File: src/hw/cqr_pkg.sv
/*
  Constants, types and lookup functions for the CAN query and cyclic read handler.
  Assumes one 25 MHz clock and a CAN controller that moves whole frames on the same clock.
*/
package cqr_pkg;

  localparam int CLK_PERIOD_NS = 40;
  localparam int MS_NS = 1000000;
  localparam int MS_CYCLES = MS_NS / CLK_PERIOD_NS;
  localparam logic [15:0] MIN_INTERVAL_MS = 16'h0014;
  localparam int NUM_CYC = 7;
  localparam int NUM_STD_CYC = 5;

  localparam logic [10:0] QUERY_ID_OFS = 11'h001;
  localparam logic [10:0] RESP_ID_OFS = 11'h002;
  localparam logic [15:0] ERR_REG = 16'hFFFF;
  localparam logic [7:0] MARKER_FIRST = 8'hFF;
  localparam logic [7:0] ERR_ADDR = 8'h02;
  localparam logic [7:0] ERR_DATA = 8'h03;
  localparam logic [3:0] DLC_ERR = 4'h3;
  localparam logic [3:0] DLC_FULL = 4'h8;
  localparam logic [3:0] DLC_QUERY_MIN = 4'h2;
  localparam logic [3:0] SINGLE_HDR = 4'h2;
  localparam logic [3:0] SPLIT_HDR = 4'h3;
  localparam logic [7:0] SINGLE_MAX_REGS = 8'h03;
  localparam logic [2:0] STATUS_OBJ = 3'h0;

  // Register map of the control port
  localparam logic [7:0] ADDR_BASE_ID = 8'h00;
  localparam logic [7:0] ADDR_CYC_BASE_ID = 8'h04;
  localparam logic [7:0] ADDR_CTRL = 8'h08;
  localparam logic [7:0] ADDR_STATUS = 8'h0C;
  localparam logic [7:0] ADDR_INTERVAL0 = 8'h10;
  localparam int CTRL_CYC_EN = 0;
  localparam int CTRL_BIDIR = 1;
  localparam int STS_BUSY = 0;
  localparam int STS_QPEND = 1;
  localparam int STS_CPEND = 8;
  localparam logic [10:0] BASE_ID_RESET = 11'h020;
  localparam logic [10:0] CYC_BASE_ID_RESET = 11'h100;

  // Registers with multi-register object definitions
  localparam logic [15:0] REG_STATUS = 16'd505;
  localparam logic [15:0] REG_USER_TEXT = 16'd171;
  localparam logic [7:0] LEN_STATUS = 8'd2;
  localparam logic [7:0] LEN_USER_TEXT = 8'd20;
  localparam logic [7:0] LEN_DEFAULT = 8'd1;

  typedef struct packed {
    logic [10:0] id;
    logic [3:0] dlc;
    logic [63:0] data;
  } cqr_frame_type;

  typedef struct packed {
    logic remote;
    logic output_on_req;
    logic fast_regulator;
    logic voltage_current_power_regulation;
    logic any_alarm;
    logic master_slave_safety_alarm;
    logic overcurrent_event_alarm;
    logic overcurrent_protection_alarm;
    logic [4:0] access_interface;
    logic power_event_alarm;
    logic power_protection_alarm;
    logic overtemperature_alarm;
    logic voltage_event_alarm;
    logic overvoltage_alarm;
    logic power_fail_alarm;
    logic remote_standby;
    logic undercurrent_event;
    logic undervoltage_event;
    logic external_sensing;
    logic function_generator;
    logic master_unit;
    logic output_on;
    logic [1:0] regulation_mode;
    logic sink_side;
  } cqr_status_type;

  // Object size in registers, from the definition of the start register
  function automatic logic [7:0] obj_len(input logic [15:0] reg_num);
    if (reg_num == REG_STATUS) begin
      obj_len = LEN_STATUS;
    end else if (reg_num == REG_USER_TEXT) begin
      obj_len = LEN_USER_TEXT;
    end else begin
      obj_len = LEN_DEFAULT;
    end
  endfunction

  // Number of 16-bit words carried by each cyclic object
  function automatic logic [7:0] cyc_words(input logic [2:0] obj);
    case (obj)
      3'h0: cyc_words = 8'd2;
      3'h1: cyc_words = 8'd3;
      3'h2: cyc_words = 8'd4;
      3'h3: cyc_words = 8'd4;
      3'h4: cyc_words = 8'd2;
      3'h5: cyc_words = 8'd3;
      default: cyc_words = 8'd4;
    endcase
  endfunction

  // Source register of each word slot of a cyclic object
  function automatic logic [15:0] cyc_reg(input logic [2:0] obj, input logic [1:0] slot);
    logic [63:0] tbl;
    tbl = 64'h0;
    case (obj)
      3'h1: tbl = {16'd507, 16'd508, 16'd509, 16'd0};
      3'h2: tbl = {16'd500, 16'd501, 16'd502, 16'd503};
      3'h3: tbl = {16'd9002, 16'd9003, 16'd9000, 16'd9001};
      3'h4: tbl = {16'd9004, 16'd9006, 16'd0, 16'd0};
      3'h5: tbl = {16'd499, 16'd498, 16'd504, 16'd0};
      3'h6: tbl = {16'd9008, 16'd9009, 16'd9005, 16'd9007};
      default: tbl = 64'h0;
    endcase
    cyc_reg = tbl[63 - 16 * slot -: 16];
  endfunction

endpackage

File: src/hw/cqr_handler.sv
/*
  CAN query responder and cyclic read generator of the power device.
  Assumes a CAN controller on sys_clk that offers received frames as one-cycle
  pulses and takes transmit frames by valid/ready, and a register store that
  answers a read strobe one cycle later with data or an error flag.
*/
// Our own choices: the register addresses and the address-and-strobe port.
`timescale 1ns/1ps
module cqr_handler #(
  parameter int MS_CYCLES = cqr_pkg::MS_CYCLES
) (
  input wire logic sys_clk,
  input wire logic sys_rst,
  input wire logic [7:0] bus_addr,
  input wire logic [31:0] bus_wdata,
  input wire logic bus_wr,
  input wire logic bus_rd,
  output logic [31:0] bus_rdata,
  input wire logic rx_valid,
  input wire cqr_pkg::cqr_frame_type rx_frame,
  output logic tx_valid,
  output cqr_pkg::cqr_frame_type tx_frame,
  input wire logic tx_ready,
  input wire logic can_connected,
  output logic store_rd,
  output logic [15:0] store_addr,
  input wire logic [15:0] store_rdata,
  input wire logic store_err,
  input wire cqr_pkg::cqr_status_type dev_status
);

  typedef enum {ST_IDLE, ST_FETCH, ST_ISSUE, ST_TAKE, ST_SEND, ST_WAIT} cqr_state_type;

  cqr_state_type state_reg;
  logic [10:0] base_id_reg;
  logic [10:0] cyc_base_id_reg;
  logic cyc_en_reg;
  logic bidir_reg;
  logic [15:0] interval_reg [cqr_pkg::NUM_CYC];
  logic [15:0] count_reg [cqr_pkg::NUM_CYC];
  logic [cqr_pkg::NUM_CYC-1:0] due_reg;
  logic [31:0] bus_rdata_reg;
  logic [$clog2(MS_CYCLES)-1:0] div_reg;
  logic ms_tick_reg;
  logic qpend_reg;
  logic [15:0] qreg_reg;
  logic qbad_reg;
  logic job_query_reg;
  logic [2:0] job_obj_reg;
  logic [15:0] start_reg;
  logic [7:0] total_reg;
  logic [7:0] bidx_reg;
  logic [3:0] slot_reg;
  logic [7:0] marker_reg;
  logic split_reg;
  // Byte 0 of a frame is the top byte of its data field
  logic [0:7][7:0] buf_reg;
  logic [3:0] dlc_reg;
  logic tx_valid_reg;
  cqr_pkg::cqr_frame_type tx_frame_reg;
  logic store_rd_reg;
  logic [15:0] store_addr_reg;

  // Decode of the control port
  // Unmapped offsets read zero and drop writes
  wire logic [7:0] int_base = cqr_pkg::ADDR_INTERVAL0;
  wire logic [7:0] int_ofs = bus_addr - int_base;
  wire logic int_hit = (bus_addr >= int_base) && (int_ofs[7:2] < 6'(cqr_pkg::NUM_CYC)) && (bus_addr[1:0] == 2'b00);
  wire logic [2:0] int_idx = int_ofs[4:2];

  // Status word assembled from the device's loose flags
  wire logic [31:0] status_word;
  assign status_word[31:24] = {dev_status.remote, dev_status.output_on_req, dev_status.fast_regulator,
                               dev_status.voltage_current_power_regulation, dev_status.any_alarm,
                               dev_status.master_slave_safety_alarm, dev_status.overcurrent_event_alarm,
                               dev_status.overcurrent_protection_alarm};
  assign status_word[23:7] = {dev_status.access_interface, dev_status.power_event_alarm,
                              dev_status.power_protection_alarm, dev_status.overtemperature_alarm, 1'b0,
                              dev_status.voltage_event_alarm, dev_status.overvoltage_alarm, 1'b0,
                              dev_status.power_fail_alarm, 1'b0, dev_status.remote_standby,
                              dev_status.undercurrent_event, dev_status.undervoltage_event};
  assign status_word[6:0] = {dev_status.external_sensing, dev_status.function_generator,
                             dev_status.master_unit, dev_status.output_on, dev_status.regulation_mode,
                             dev_status.sink_side};

  // Incoming query decode
  // query identifier
  wire logic rx_is_query = rx_valid && (rx_frame.id == base_id_reg + cqr_pkg::QUERY_ID_OFS);
  wire logic [15:0] rx_reg = rx_frame.data[63:48];
  // Too short for a register field: answered with an error
  wire logic rx_short = rx_frame.dlc < cqr_pkg::DLC_QUERY_MIN;
  wire logic rx_take = rx_is_query && (rx_short || (rx_reg != cqr_pkg::ERR_REG));

  // Cyclic enable per object
  logic [cqr_pkg::NUM_CYC-1:0] obj_en;
  logic [2:0] due_pick;
  always_comb begin
    obj_en = '0;
    due_pick = 3'h0;
    for (int i = 0; i < cqr_pkg::NUM_CYC; i++) begin
      // zero interval disables; global enable and link
      obj_en[i] = cyc_en_reg && can_connected && (interval_reg[i] != 16'h0000)
                  && ((i < cqr_pkg::NUM_STD_CYC) || bidir_reg);
    end
    for (int i = cqr_pkg::NUM_CYC - 1; i >= 0; i--) begin
      if (due_reg[i]) begin
        due_pick = 3'(i);
      end
    end
  end

  function automatic logic [15:0] eff_interval(input logic [15:0] iv);
    eff_interval = (iv < cqr_pkg::MIN_INTERVAL_MS) ? cqr_pkg::MIN_INTERVAL_MS : iv;
  endfunction

  // Engine helper terms
  wire logic job_is_status = !job_query_reg && (job_obj_reg == cqr_pkg::STATUS_OBJ);
  // set values passed on in stored scale
  wire logic [15:0] word_now = job_is_status ? (bidx_reg[1] ? status_word[15:0] : status_word[31:16])
                                             : store_rdata;
  wire logic [7:0] byte_now = bidx_reg[0] ? word_now[7:0] : word_now[15:8];
  wire logic [7:0] bidx_inc = bidx_reg + 8'h01;
  // Slot seven holds the last byte of a frame
  wire logic frame_full = (slot_reg == 4'h7);
  wire logic last_byte = (bidx_inc == total_reg);
  wire logic [15:0] fetch_addr = job_query_reg ? (start_reg + {9'h000, bidx_reg[7:1]})
                                               : cqr_pkg::cyc_reg(job_obj_reg, bidx_reg[2:1]);
  wire logic [7:0] q_len = cqr_pkg::obj_len(qreg_reg);
  // single frame up to three registers; split beyond
  wire logic q_split = q_len > cqr_pkg::SINGLE_MAX_REGS;
  wire logic [10:0] resp_id = base_id_reg + cqr_pkg::RESP_ID_OFS;
  wire logic [10:0] cyc_id = cyc_base_id_reg + {8'h00, job_obj_reg};
  // Payload length of the next due cyclic object
  wire logic [7:0] due_words = cqr_pkg::cyc_words(due_pick);

  // Millisecond enable pulse
  // Free running, so the first tick after enabling comes within 1 ms
  always_ff @(posedge sys_clk) begin
    if (sys_rst || (div_reg == ($clog2(MS_CYCLES))'(MS_CYCLES - 1))) begin
      div_reg <= '0;
    end else begin
      div_reg <= div_reg + 1'b1;
    end
    ms_tick_reg <= !sys_rst && (div_reg == ($clog2(MS_CYCLES))'(MS_CYCLES - 1));
  end

  // Control port writes
  always_ff @(posedge sys_clk) begin
    if (sys_rst) begin
      base_id_reg <= cqr_pkg::BASE_ID_RESET;
      cyc_base_id_reg <= cqr_pkg::CYC_BASE_ID_RESET;
      cyc_en_reg <= 1'b0;
      bidir_reg <= 1'b0;
      for (int i = 0; i < cqr_pkg::NUM_CYC; i++) begin
        interval_reg[i] <= 16'h0000;
      end
    end else if (bus_wr) begin
      if (bus_addr == cqr_pkg::ADDR_BASE_ID) begin
        base_id_reg <= bus_wdata[10:0];
      end
      if (bus_addr == cqr_pkg::ADDR_CYC_BASE_ID) begin
        cyc_base_id_reg <= bus_wdata[10:0];
      end
      if (bus_addr == cqr_pkg::ADDR_CTRL) begin
        cyc_en_reg <= bus_wdata[cqr_pkg::CTRL_CYC_EN];
        bidir_reg <= bus_wdata[cqr_pkg::CTRL_BIDIR];
      end
      if (int_hit) begin
        interval_reg[int_idx] <= bus_wdata[15:0];
      end
    end
  end

  // Read data stands only in the cycle after the strobe
  // Busy and pending bits let software watch the engine
  always_ff @(posedge sys_clk) begin
    bus_rdata_reg <= 32'h0000_0000;
    if (!sys_rst && bus_rd) begin
      if (bus_addr == cqr_pkg::ADDR_BASE_ID) begin
        bus_rdata_reg <= {21'h000000, base_id_reg};
      end else if (bus_addr == cqr_pkg::ADDR_CYC_BASE_ID) begin
        bus_rdata_reg <= {21'h000000, cyc_base_id_reg};
      end else if (bus_addr == cqr_pkg::ADDR_CTRL) begin
        bus_rdata_reg <= {30'h00000000, bidir_reg, cyc_en_reg};
      end else if (bus_addr == cqr_pkg::ADDR_STATUS) begin
        bus_rdata_reg <= {17'h00000, due_reg, 6'h00, qpend_reg, (state_reg != ST_IDLE)};
      end else if (int_hit) begin
        bus_rdata_reg <= {16'h0000, interval_reg[int_idx]};
      end
    end
  end

  // Interval timers; a disabled object restarts at once when enabled
  // Trade-off: one shared tick limits timing to whole milliseconds
  always_ff @(posedge sys_clk) begin
    for (int i = 0; i < cqr_pkg::NUM_CYC; i++) begin
      if (sys_rst || !obj_en[i]) begin
        count_reg[i] <= 16'h0000;
      end else if (ms_tick_reg) begin
        if (count_reg[i] == 16'h0000) begin
          count_reg[i] <= eff_interval(interval_reg[i]) - 16'h0001;
        end else begin
          count_reg[i] <= count_reg[i] - 16'h0001;
        end
      end
    end
  end

  // Due flags; a new expiry wins over the engine taking the old one
  // Disabling an object drops its pending frame too
  always_ff @(posedge sys_clk) begin
    for (int i = 0; i < cqr_pkg::NUM_CYC; i++) begin
      if (sys_rst || !obj_en[i]) begin
        due_reg[i] <= 1'b0;
      end else if (ms_tick_reg && (count_reg[i] == 16'h0000)) begin
        due_reg[i] <= 1'b1;
      end else if ((state_reg == ST_IDLE) && !qpend_reg && (due_pick == 3'(i))) begin
        due_reg[i] <= 1'b0;
      end
    end
  end

  // One-deep query holder; a newer query replaces an unserved one
  // Limitation: a flood of queries is answered only for the latest
  always_ff @(posedge sys_clk) begin
    if (sys_rst) begin
      qpend_reg <= 1'b0;
      qreg_reg <= 16'h0000;
      qbad_reg <= 1'b0;
    end else if (rx_take) begin
      qpend_reg <= 1'b1;
      qreg_reg <= rx_reg;
      qbad_reg <= rx_short;
    end else if (state_reg == ST_IDLE) begin
      qpend_reg <= 1'b0;
    end
  end

  // Frame engine: queries first, then due cyclic objects
  always_ff @(posedge sys_clk) begin
    if (sys_rst) begin
      state_reg <= ST_IDLE;
      job_query_reg <= 1'b0;
      job_obj_reg <= 3'h0;
      start_reg <= 16'h0000;
      total_reg <= 8'h00;
      bidx_reg <= 8'h00;
      slot_reg <= 4'h0;
      marker_reg <= cqr_pkg::MARKER_FIRST;
      split_reg <= 1'b0;
      buf_reg <= '0;
      dlc_reg <= 4'h0;
      tx_valid_reg <= 1'b0;
      tx_frame_reg <= '0;
      store_rd_reg <= 1'b0;
      store_addr_reg <= 16'h0000;
    end else begin
      store_rd_reg <= 1'b0;
      unique case (state_reg)
        ST_IDLE: begin
          bidx_reg <= 8'h00;
          buf_reg <= '0;
          marker_reg <= cqr_pkg::MARKER_FIRST;
          if (qpend_reg) begin
            job_query_reg <= 1'b1;
            start_reg <= qreg_reg;
            total_reg <= {q_len[6:0], 1'b0};
            split_reg <= q_split;
            buf_reg[0] <= qreg_reg[15:8];
            buf_reg[1] <= qreg_reg[7:0];
            if (qbad_reg) begin
              buf_reg[0] <= cqr_pkg::ERR_REG[15:8];
              buf_reg[1] <= cqr_pkg::ERR_REG[7:0];
              buf_reg[2] <= cqr_pkg::ERR_DATA;
              dlc_reg <= cqr_pkg::DLC_ERR;
              // Nothing follows the error frame
              total_reg <= 8'h00;
              state_reg <= ST_SEND;
            end else if (q_split) begin
              buf_reg[2] <= cqr_pkg::MARKER_FIRST;
              slot_reg <= cqr_pkg::SPLIT_HDR;
              state_reg <= ST_FETCH;
            end else begin
              slot_reg <= cqr_pkg::SINGLE_HDR;
              state_reg <= ST_FETCH;
            end
          end else if (|due_reg) begin
            job_query_reg <= 1'b0;
            job_obj_reg <= due_pick;
            total_reg <= {due_words[6:0], 1'b0};
            split_reg <= 1'b0;
            slot_reg <= 4'h0;
            state_reg <= ST_FETCH;
          end
        end
        ST_FETCH: begin
          store_addr_reg <= fetch_addr;
          store_rd_reg <= !job_is_status;
          state_reg <= ST_ISSUE;
        end
        ST_ISSUE: begin
          // Store answers one cycle after the strobe
          state_reg <= ST_TAKE;
        end
        ST_TAKE: begin
          // A failed read aborts the rest of a query object; cyclic objects ignore store_err
          if (job_query_reg && store_err && !job_is_status) begin
            buf_reg <= '0;
            buf_reg[0] <= cqr_pkg::ERR_REG[15:8];
            buf_reg[1] <= cqr_pkg::ERR_REG[7:0];
            buf_reg[2] <= cqr_pkg::ERR_ADDR;
            dlc_reg <= cqr_pkg::DLC_ERR;
            bidx_reg <= total_reg;
            state_reg <= ST_SEND;
          end else begin
            buf_reg[slot_reg[2:0]] <= byte_now;
            bidx_reg <= bidx_inc;
            slot_reg <= slot_reg + 4'h1;
            dlc_reg <= split_reg ? cqr_pkg::DLC_FULL : (slot_reg + 4'h1);
            state_reg <= (frame_full || last_byte) ? ST_SEND : ST_FETCH;
          end
        end
        ST_SEND: begin
          // Frame stands unchanged until the controller takes it
          // response identifier; cyclic identifiers
          tx_frame_reg.id <= job_query_reg ? resp_id : cyc_id;
          tx_frame_reg.dlc <= dlc_reg;
          tx_frame_reg.data <= buf_reg;
          tx_valid_reg <= 1'b1;
          state_reg <= ST_WAIT;
        end
        ST_WAIT: begin
          if (tx_ready) begin
            tx_valid_reg <= 1'b0;
            if (bidx_reg == total_reg) begin
              state_reg <= ST_IDLE;
            end else begin
              // Next split frame repeats the start register
              // marker counts down per frame
              buf_reg <= '0;
              buf_reg[0] <= start_reg[15:8];
              buf_reg[1] <= start_reg[7:0];
              buf_reg[2] <= marker_reg - 8'h01;
              marker_reg <= marker_reg - 8'h01;
              slot_reg <= cqr_pkg::SPLIT_HDR;
              state_reg <= ST_FETCH;
            end
          end
        end
      endcase
    end
  end

  // Outputs straight from flip-flops
  // No output is decoded, so none can glitch
  assign bus_rdata = bus_rdata_reg;
  assign tx_valid = tx_valid_reg;
  assign tx_frame = tx_frame_reg;
  assign store_rd = store_rd_reg;
  assign store_addr = store_addr_reg;

endmodule

File: config.mk
export PLATFORM = sky130hd
export DESIGN_NAME = cqr_handler
export DESIGN_NICKNAME = d
export VERILOG_FILES = /design/src/hw/cqr_pkg.sv /design/src/hw/cqr_handler.sv
export SDC_FILE = /design/constraint.sdc
export NUM_CORES = 1
export LEC_CHECK = 0
export BUFFER_PORTS_ARGS = -buffer_cell sky130_fd_sc_hd__buf_2
export CAP_MARGIN = 25
export CORE_MARGIN = 4
export CORE_UTILIZATION = 40
export DETAILED_ROUTE_END_ITERATION = 10
export PLACE_DENSITY = 0.64
export SETUP_SLACK_MARGIN = 0.5
export SLEW_MARGIN = 10
export SYNTH_ARGS = -nofsm -noshare
export SYNTH_HDL_FRONTEND = slang
export SYNTH_SLANG_ARGS = --single-unit
File: constraint.sdc
create_clock -name sys_clk -period 4.9 [get_ports sys_clk]
set_clock_uncertainty 0.05 [all_clocks]
set_input_delay 0.245 -clock sys_clk [delete_from_list [all_inputs] [get_ports sys_clk]]
set_output_delay 0.245 -clock sys_clk [all_outputs]
set_load 0.02 [all_outputs]
==> flow_metrics.tcl, run 1 <==
set metrics [dict create \
    power_switching_mw 2.975 \
    min_period_ns 4.114 \
    rsz0062_at_grt "false" \
    holdPathStages 2 \
    via_per_inst 5.744 \
    regArea_um2 12930 \
    start_kind "flop" \
    postSynthAreaPerCell_um2 9.125 \
    clock.fmax_ghz 0.2431 \
    p_leak_nw 12.39 \
    worst_slew_pin_slew_ns 1.086 \
    grt_start_max_net_pins 64 \
    ff2ff_setup_slack_ns 0.79 \
    max_stage_delay_ns 0.69 \
    hp-class "in -> reg" \
    yosysUniqueCellTypes 87 \
    synth_top_area_cell "edfxtp_1" \
    overflow 0 \
    power_switching_share_pct 26.68 \
    dp_slack_ns 0.8695 \
    largest_reg_flops 128 \
    dr.first_iter.drc_count 2552 \
    crit_path_top_delay_cell "or4_1" \
    track_usage_pct 22.19 \
    setup_viol 0 \
    grt_pass1_wl_mm 132.9 \
    start_util_pct 40.63 \
    reg2reg_to "count_reg[4][12]" \
    setup_tns_ns 0 \
    cts_setup_buffers 0 \
    io_pins 301 \
    cts_tree "done" \
    ys_seq_area_share_pct 45.14 \
    cp_num_buf_inv 0 \
    dieArea_um2 75970 \
    row_count 97 \
    drcViolationCount 0 \
    worst_setup_path_end_kind "flop" \
    routabilityCongestion 0.9160 \
    maxCapViolations 0 \
    num_vias 24860 \
    outcome "finished clean" \
    root_buffer "clkbuf_16" \
    cts_max_path_buffers 3 \
    cts.reportedPaths.clkPinSlew_ns 0.07 \
    htreeDepth 2 \
    min-delay-start "bus_wdata[12]" \
    cp_common_cell "or4_1" \
    synth.top_cells.by_area "edfxtp_1 23%, dfxtp_1 22%, nand2_1 6.2%" \
    max-vdd-ir-drop_mv 0.3085 \
    synth_edf_count 224 \
    wirelength_mm 88.48 \
    die_h_um 275.6 \
    critical_path_class "reg -> reg" \
    cts_resized 0 \
    synthToLayoutAreaGrowth_pct 15.95 \
    synth_seq_cells 534 \
    path_delay_family "simple AND/OR/NAND/NOR gates" \
    rr_worst_depth 11 \
    path_max_fanout 10 \
    routedWlPerCell_um 20.45 \
    synth_ff_type "dfxtp_1" \
    yosys_warnings 0 \
    crit_chain "or4_1 > or4_1 > o21a_1 > and3_1 > a31oi_1 > ha_1 > nand2_1 > nor3_1 > nand3_1 > a221oi_1 > mux2i_1" \
    fp.dieW_um 275.6 \
    grt_pass1_vias 22720 \
    worst_slack_ns 0.7864 \
    place_hpwl_mm 63.03 \
    num-fill-cells 6683 \
    synth_top_area_share_pct 23.48 \
    async_reset_ff_share_pct 0 \
    ys_top_cells_by_count "472 x nand2_1, 310 x dfxtp_1, 272 x nor2_1" \
    cts_made_buffers 59 \
    antenna_found_initial 9 \
    hold_viol_final 0 \
    synth_most_common_cell "nand2_1" \
    max-slew-margin-rel_pct 27.10 \
    reg2reg_from "interval_reg[4][14]" \
    cts.sinks 534 \
    core_area_um2 70510 \
    p_per_area_nw_per_um2 335.6 \
    clkPwrFrac_pct 44.2 \
    cp.required_ns 5.20 \
    dr.pass1.iters 6 \
    layout.nets 3536 \
    cp.depth 11 \
    drv_slew 0 \
    seqPwrFrac_pct 44.5 \
    clk_latency_ns 0.64 \
    postSynthCellCount 3140 \
    pwr-share-comb_pct 11.4 \
    intPower_mw 8.175 \
    finalCritPeriodShare_pct 83.95 \
    multi_input_area_um2 14840 \
    drive_gt1_share_pct 14.76 \
    postRouteAntennaNets 0 \
    netlist_area_um2 28650 \
    io_buffers 219 \
    postCtsHoldBufs 35 \
    min_to "interval_reg[2][12]" \
    cp.arrival_ns 4.42 \
]
-- power by group through the flow --
stage               clock, mW  combinational (mW)  sequential, mW
finish                   4.92                1.27            4.96
global route             5.19                1.35            4.98
CTS                      4.99                1.25            4.95
detailed placement          0                1.22            5.05
global placement            0                1.22            5.05
floorplan                   0               0.775            5.00
-- per-layer routing --
metal	share of wire, %	track usage, %	vias up
met2	45	34.35	948
met5	0.016	0	-
met4	2.6	6.684	2
met1	44	31.70	12000
li1	-	-	11770
met3	8.6	4.103	132
-- worst max path at each step --
stage                                   start                 end  slack [ns]
after CTS                 interval_reg[4][14]    count_reg[4][12]        0.81
after floorplan                   bus_addr[4]  interval_reg[5][0]        0.83
after detailed placement  interval_reg[4][14]    count_reg[4][12]        0.87
after global routing      interval_reg[4][14]    count_reg[4][12]        0.52
final                     interval_reg[4][14]    count_reg[4][12]        0.79
after global placement    interval_reg[4][14]    count_reg[4][12]        0.90
-- layout make-up --
class / instances / share of cell area (%)
clock buffer: 86 / 5.683
sequential: 534 / 38.93
tap: 940 / 3.540
inverter: 52 / 0.5875
timing repair buffer: 304 / 5.563
antenna: 6 / 0.04520
clock inverter: 26 / 0.9755
multi-input combinational: 2379 / 44.68
-- worst reg2reg max path, delay by kind of cell (launching register included) --
family                     cells  cell delay (ns)
AOI/OAI and AO/OA              3             0.90
adders and majority gates      1             0.28
DFF                            1             0.45
muxes                          1             0.12
and+or+nand+nor                6             2.04
-- through the flow --
| step | std cells | hold WS (ns) | util, % | cell area (um^2) | power [mW] |
|---|---|---|---|---|---|
| after floorplan | 3155 | 0.3422 | - | 28710 | 5.772 |
| after global placement | 4169 | 0.3787 | 43.38 | 30590 | 6.262 |
| after detailed placement | 4171 | 0.3934 | 43.40 | 30600 | 6.269 |
| after CTS | 4318 | 0.01568 | 47.04 | 33170 | 11.20 |
| after global routing | 4323 | 0.03292 | 47.10 | 33210 | 11.52 |
| final | 4327 | 0.06651 | 47.11 | 33220 | 11.15 |
-- layout by cell type, fill, tap and decap left out, types with 30 or more instances in the layout --
cell           count
and2_1            86
nor2b_1           30
a21oi_1          253
nor3_1           113
xor2_1            90
clkbuf_16         67
mux4_2            40
nor2_1           271
o31ai_1           34
nand4_1           31
a211oi_1          80
o21ai_0           86
xnor2_1          118
dfxtp_1          310
or4_1             33
nand2_1          472
mux2i_1           68
dlygate4sd3_1     35
edfxtp_1         224
nand3_1           86
or3_1             42
buf_2            218
inv_1             51
ha_1              32
nor4_1            47
buf_4             47
-- kinds of logic after synthesis --
logic type	synth area share, %
and+or+nand+nor	22.72
AOI/OAI and AO/OA	14.60
DFF	45.14
buffers and inverters	3.446
xor gates and xnor gates	6.358
muxes	6.188
adders and majority gates	1.537
other	0.01309
(Power assumes the default switching activity.)
==> inputs of run 2 (changes only) <==
- PLACE_DENSITY: 0.64 -> 0.66
- clock period: 4.9 -> 3.4 ns (I/O delays scaled with it)
==> flow_metrics.tcl, run 2 (same netlist as run 1, synthesis figures left out) <==
set metrics [dict create \
    root_buffer "clkbuf_16" \
    rsz0062_at_grt "true" \
    postRouteAntennaNets 0 \
    layout.nets 3712 \
    path_max_fanout 3 \
    via_per_inst 5.717 \
    cts.reportedPaths.clkPinSlew_ns 0.07 \
    intPower_mw 11.58 \
    hold_ws_ns 0.05407 \
    setup_viol 0 \
    dr.pass1.iters 6 \
    fin_util_pct 50.16 \
    cp_num_buf_inv 0 \
    finalCritPeriodShare_pct 99.16 \
    cts_max_path_buffers 3 \
    place_hpwl_mm 64.98 \
    p_leak_nw 13.44 \
    min-delay-start "can_connected" \
    seqPwrFrac_pct 44.5 \
    cp_common_cell "or4_4" \
    clock.fmax_ghz 0.2966 \
    row_count 97 \
    start_kind "flop" \
    cts.sinks 534 \
    num-fill-cells 6446 \
    antenna_found_initial 9 \
    min_period_ns 3.371 \
    reg2reg_from "interval_reg[4][11]" \
    wirelength_mm 92.04 \
    cts_tree "done" \
    final_common_cell "nand2_1" \
    path_delay_family "simple AND/OR/NAND/NOR gates" \
    min_to "due_reg[2]" \
    ff2ff_setup_slack_ns 0.03 \
    io_pins 301 \
    start_util_pct 40.63 \
    max_stage_delay_ns 0.53 \
    io_buffers 219 \
    power_switching_share_pct 27.41 \
    outcome "finished clean" \
    synthToLayoutAreaGrowth_pct 23.45 \
    crit_chain "or4_4 > or4_4 > o21a_4 > and3_4 > a31oi_4 > ha_4 > and3b_2 > nand3_4 > nor4_4 > nor3_1 > o21a_1" \
    power_switching_mw 4.374 \
    multi_input_area_um2 15750 \
    clk_latency_ns 0.66 \
    hp-class "in -> reg" \
    max-slew-margin-rel_pct 19.53 \
    die_h_um 275.6 \
    worst_slew_pin_slew_ns 1.197 \
    routabilityCongestion 0.9609 \
    rr_worst_depth 11 \
    reg2reg_to "count_reg[4][10]" \
    track_usage_pct 22.94 \
    clkPwrFrac_pct 42.5 \
    largest_reg_flops 128 \
    cp.arrival_ns 3.69 \
    drive_gt1_share_pct 22.25 \
    drcViolationCount 0 \
    grt_pass1_wl_mm 138.1 \
    pwr-share-comb_pct 13.1 \
    cts_made_buffers 59 \
    crit_start "interval_reg[4][11]" \
    num_vias 25710 \
    cp.required_ns 3.72 \
    final_cell_mix "456 x nand2_1, 309 x dfxtp_1, 262 x nor2_1" \
    htreeDepth 2 \
    crit_path_top_delay_cell "or4_4" \
    holdPathStages 5 \
    core_area_um2 70510 \
    overflow 0 \
    p_per_area_nw_per_um2 451.1 \
    dieArea_um2 75970 \
    grt_start_max_net_pins 161 \
    hold_viol_final 0 \
    routedWlPerCell_um 20.47 \
    max-vdd-ir-drop_mv 0.4279 \
    maxCapViolations 0 \
    grt_pass1_vias 23790 \
    regArea_um2 12930 \
    fp.dieW_um 275.6 \
    critical_path_class "reg -> reg" \
    drv_slew 0 \
    dr.first_iter.drc_count 2853 \
    worst_setup_path_end_kind "flop" \
]
## run 2: changes by cell type in the layout (fill, tap and decap cells not counted), moves of 13 or more
cell | previous run | this run
a211oi_1 | 80 | 66
a211oi_2 | 3 | 16
buf_4 | 47 | 198
buf_6 | 3 | 25
nand2_1 | 472 | 456
nand2_2 | 0 | 13
nor3_1 | 113 | 99
nor3_4 | 0 | 13
or4_1 | 33 | 19
or4_4 | 2 | 16
## run 2: how the worst max path moves through the flow
| stage | endpoint | slack [ns] | cells after the start |
|---|---|---|---|
| floorplan | count_reg[4][6] | 0.05 | 13 |
| global placement | count_reg[4][12] | 0.08 | 11 |
| detailed placement | count_reg[4][12] | 0.02 | 11 |
| CTS | count_reg[4][12] | 0.12 | 10 |
| global route | count_reg[4][10] | -0.07 | 11 |
| finish | count_reg[4][10] | 0.03 | 11 |
## run 2: routing by layer
metal	up-vias	track usage, %	routed length (um)
met5	-	0	38
met4	6	5.781	2574
met1	12380	32.28	38910
met3	171	4.112	8311
met2	1049	36.74	42210
li1	12100	-	-
## run 2: per-stage QoR
stage	setup TNS [ns]	power (mW)	cell area [um^2]	cells	setup WS (ns)
2_1_floorplan	0	8.343	29080	3155	0.05100
3_3_place_gp	0	9.121	31710	4273	0.08258
4_1_cts	0	15.92	34630	4466	0.1220
5_1_grt	-0.1683	16.45	35360	4495	-0.06782
6_report	0	15.96	35370	4497	0.02873
3_5_place_dp	0	9.137	31710	4273	0.01782
## run 2: what timing repair did
action	CTS	global route
endpoints found under the hold margin	121	0
pin swaps	28	48
endpoints found under the setup margin	59	68
gates resized for setup	31	106
hold buffers	37	0
buffers inserted	46	27
cloned	0	1
## run 2: worst min-delay path, delay by kind of cell
kind | cells | cell delay (ns)
and+or+nand+nor | 3 | 0.26
buffers and inverters | 2 | 0.28
## run 2: power by group through the flow
stage               registers [mW]  clock network (mW)  logic, mW
floorplan                     7.21                   0       1.14
global placement              7.23                   0       1.90
detailed placement            7.23                   0       1.91
CTS                           7.08                6.84       2.00
global route                  7.12                7.10       2.23
finish                        7.10                6.77       2.09
## run 2: area by class of cell
type	count	area share (%)
Clock inverter	38	1.330
Sequential cell	534	36.57
Timing Repair Buffer	479	9.187
Tap cell	940	3.325
Antenna cell	2	0.01415
Multi-Input combinational cell	2380	44.54
Clock buffer	72	4.482
Inverter	52	0.5519
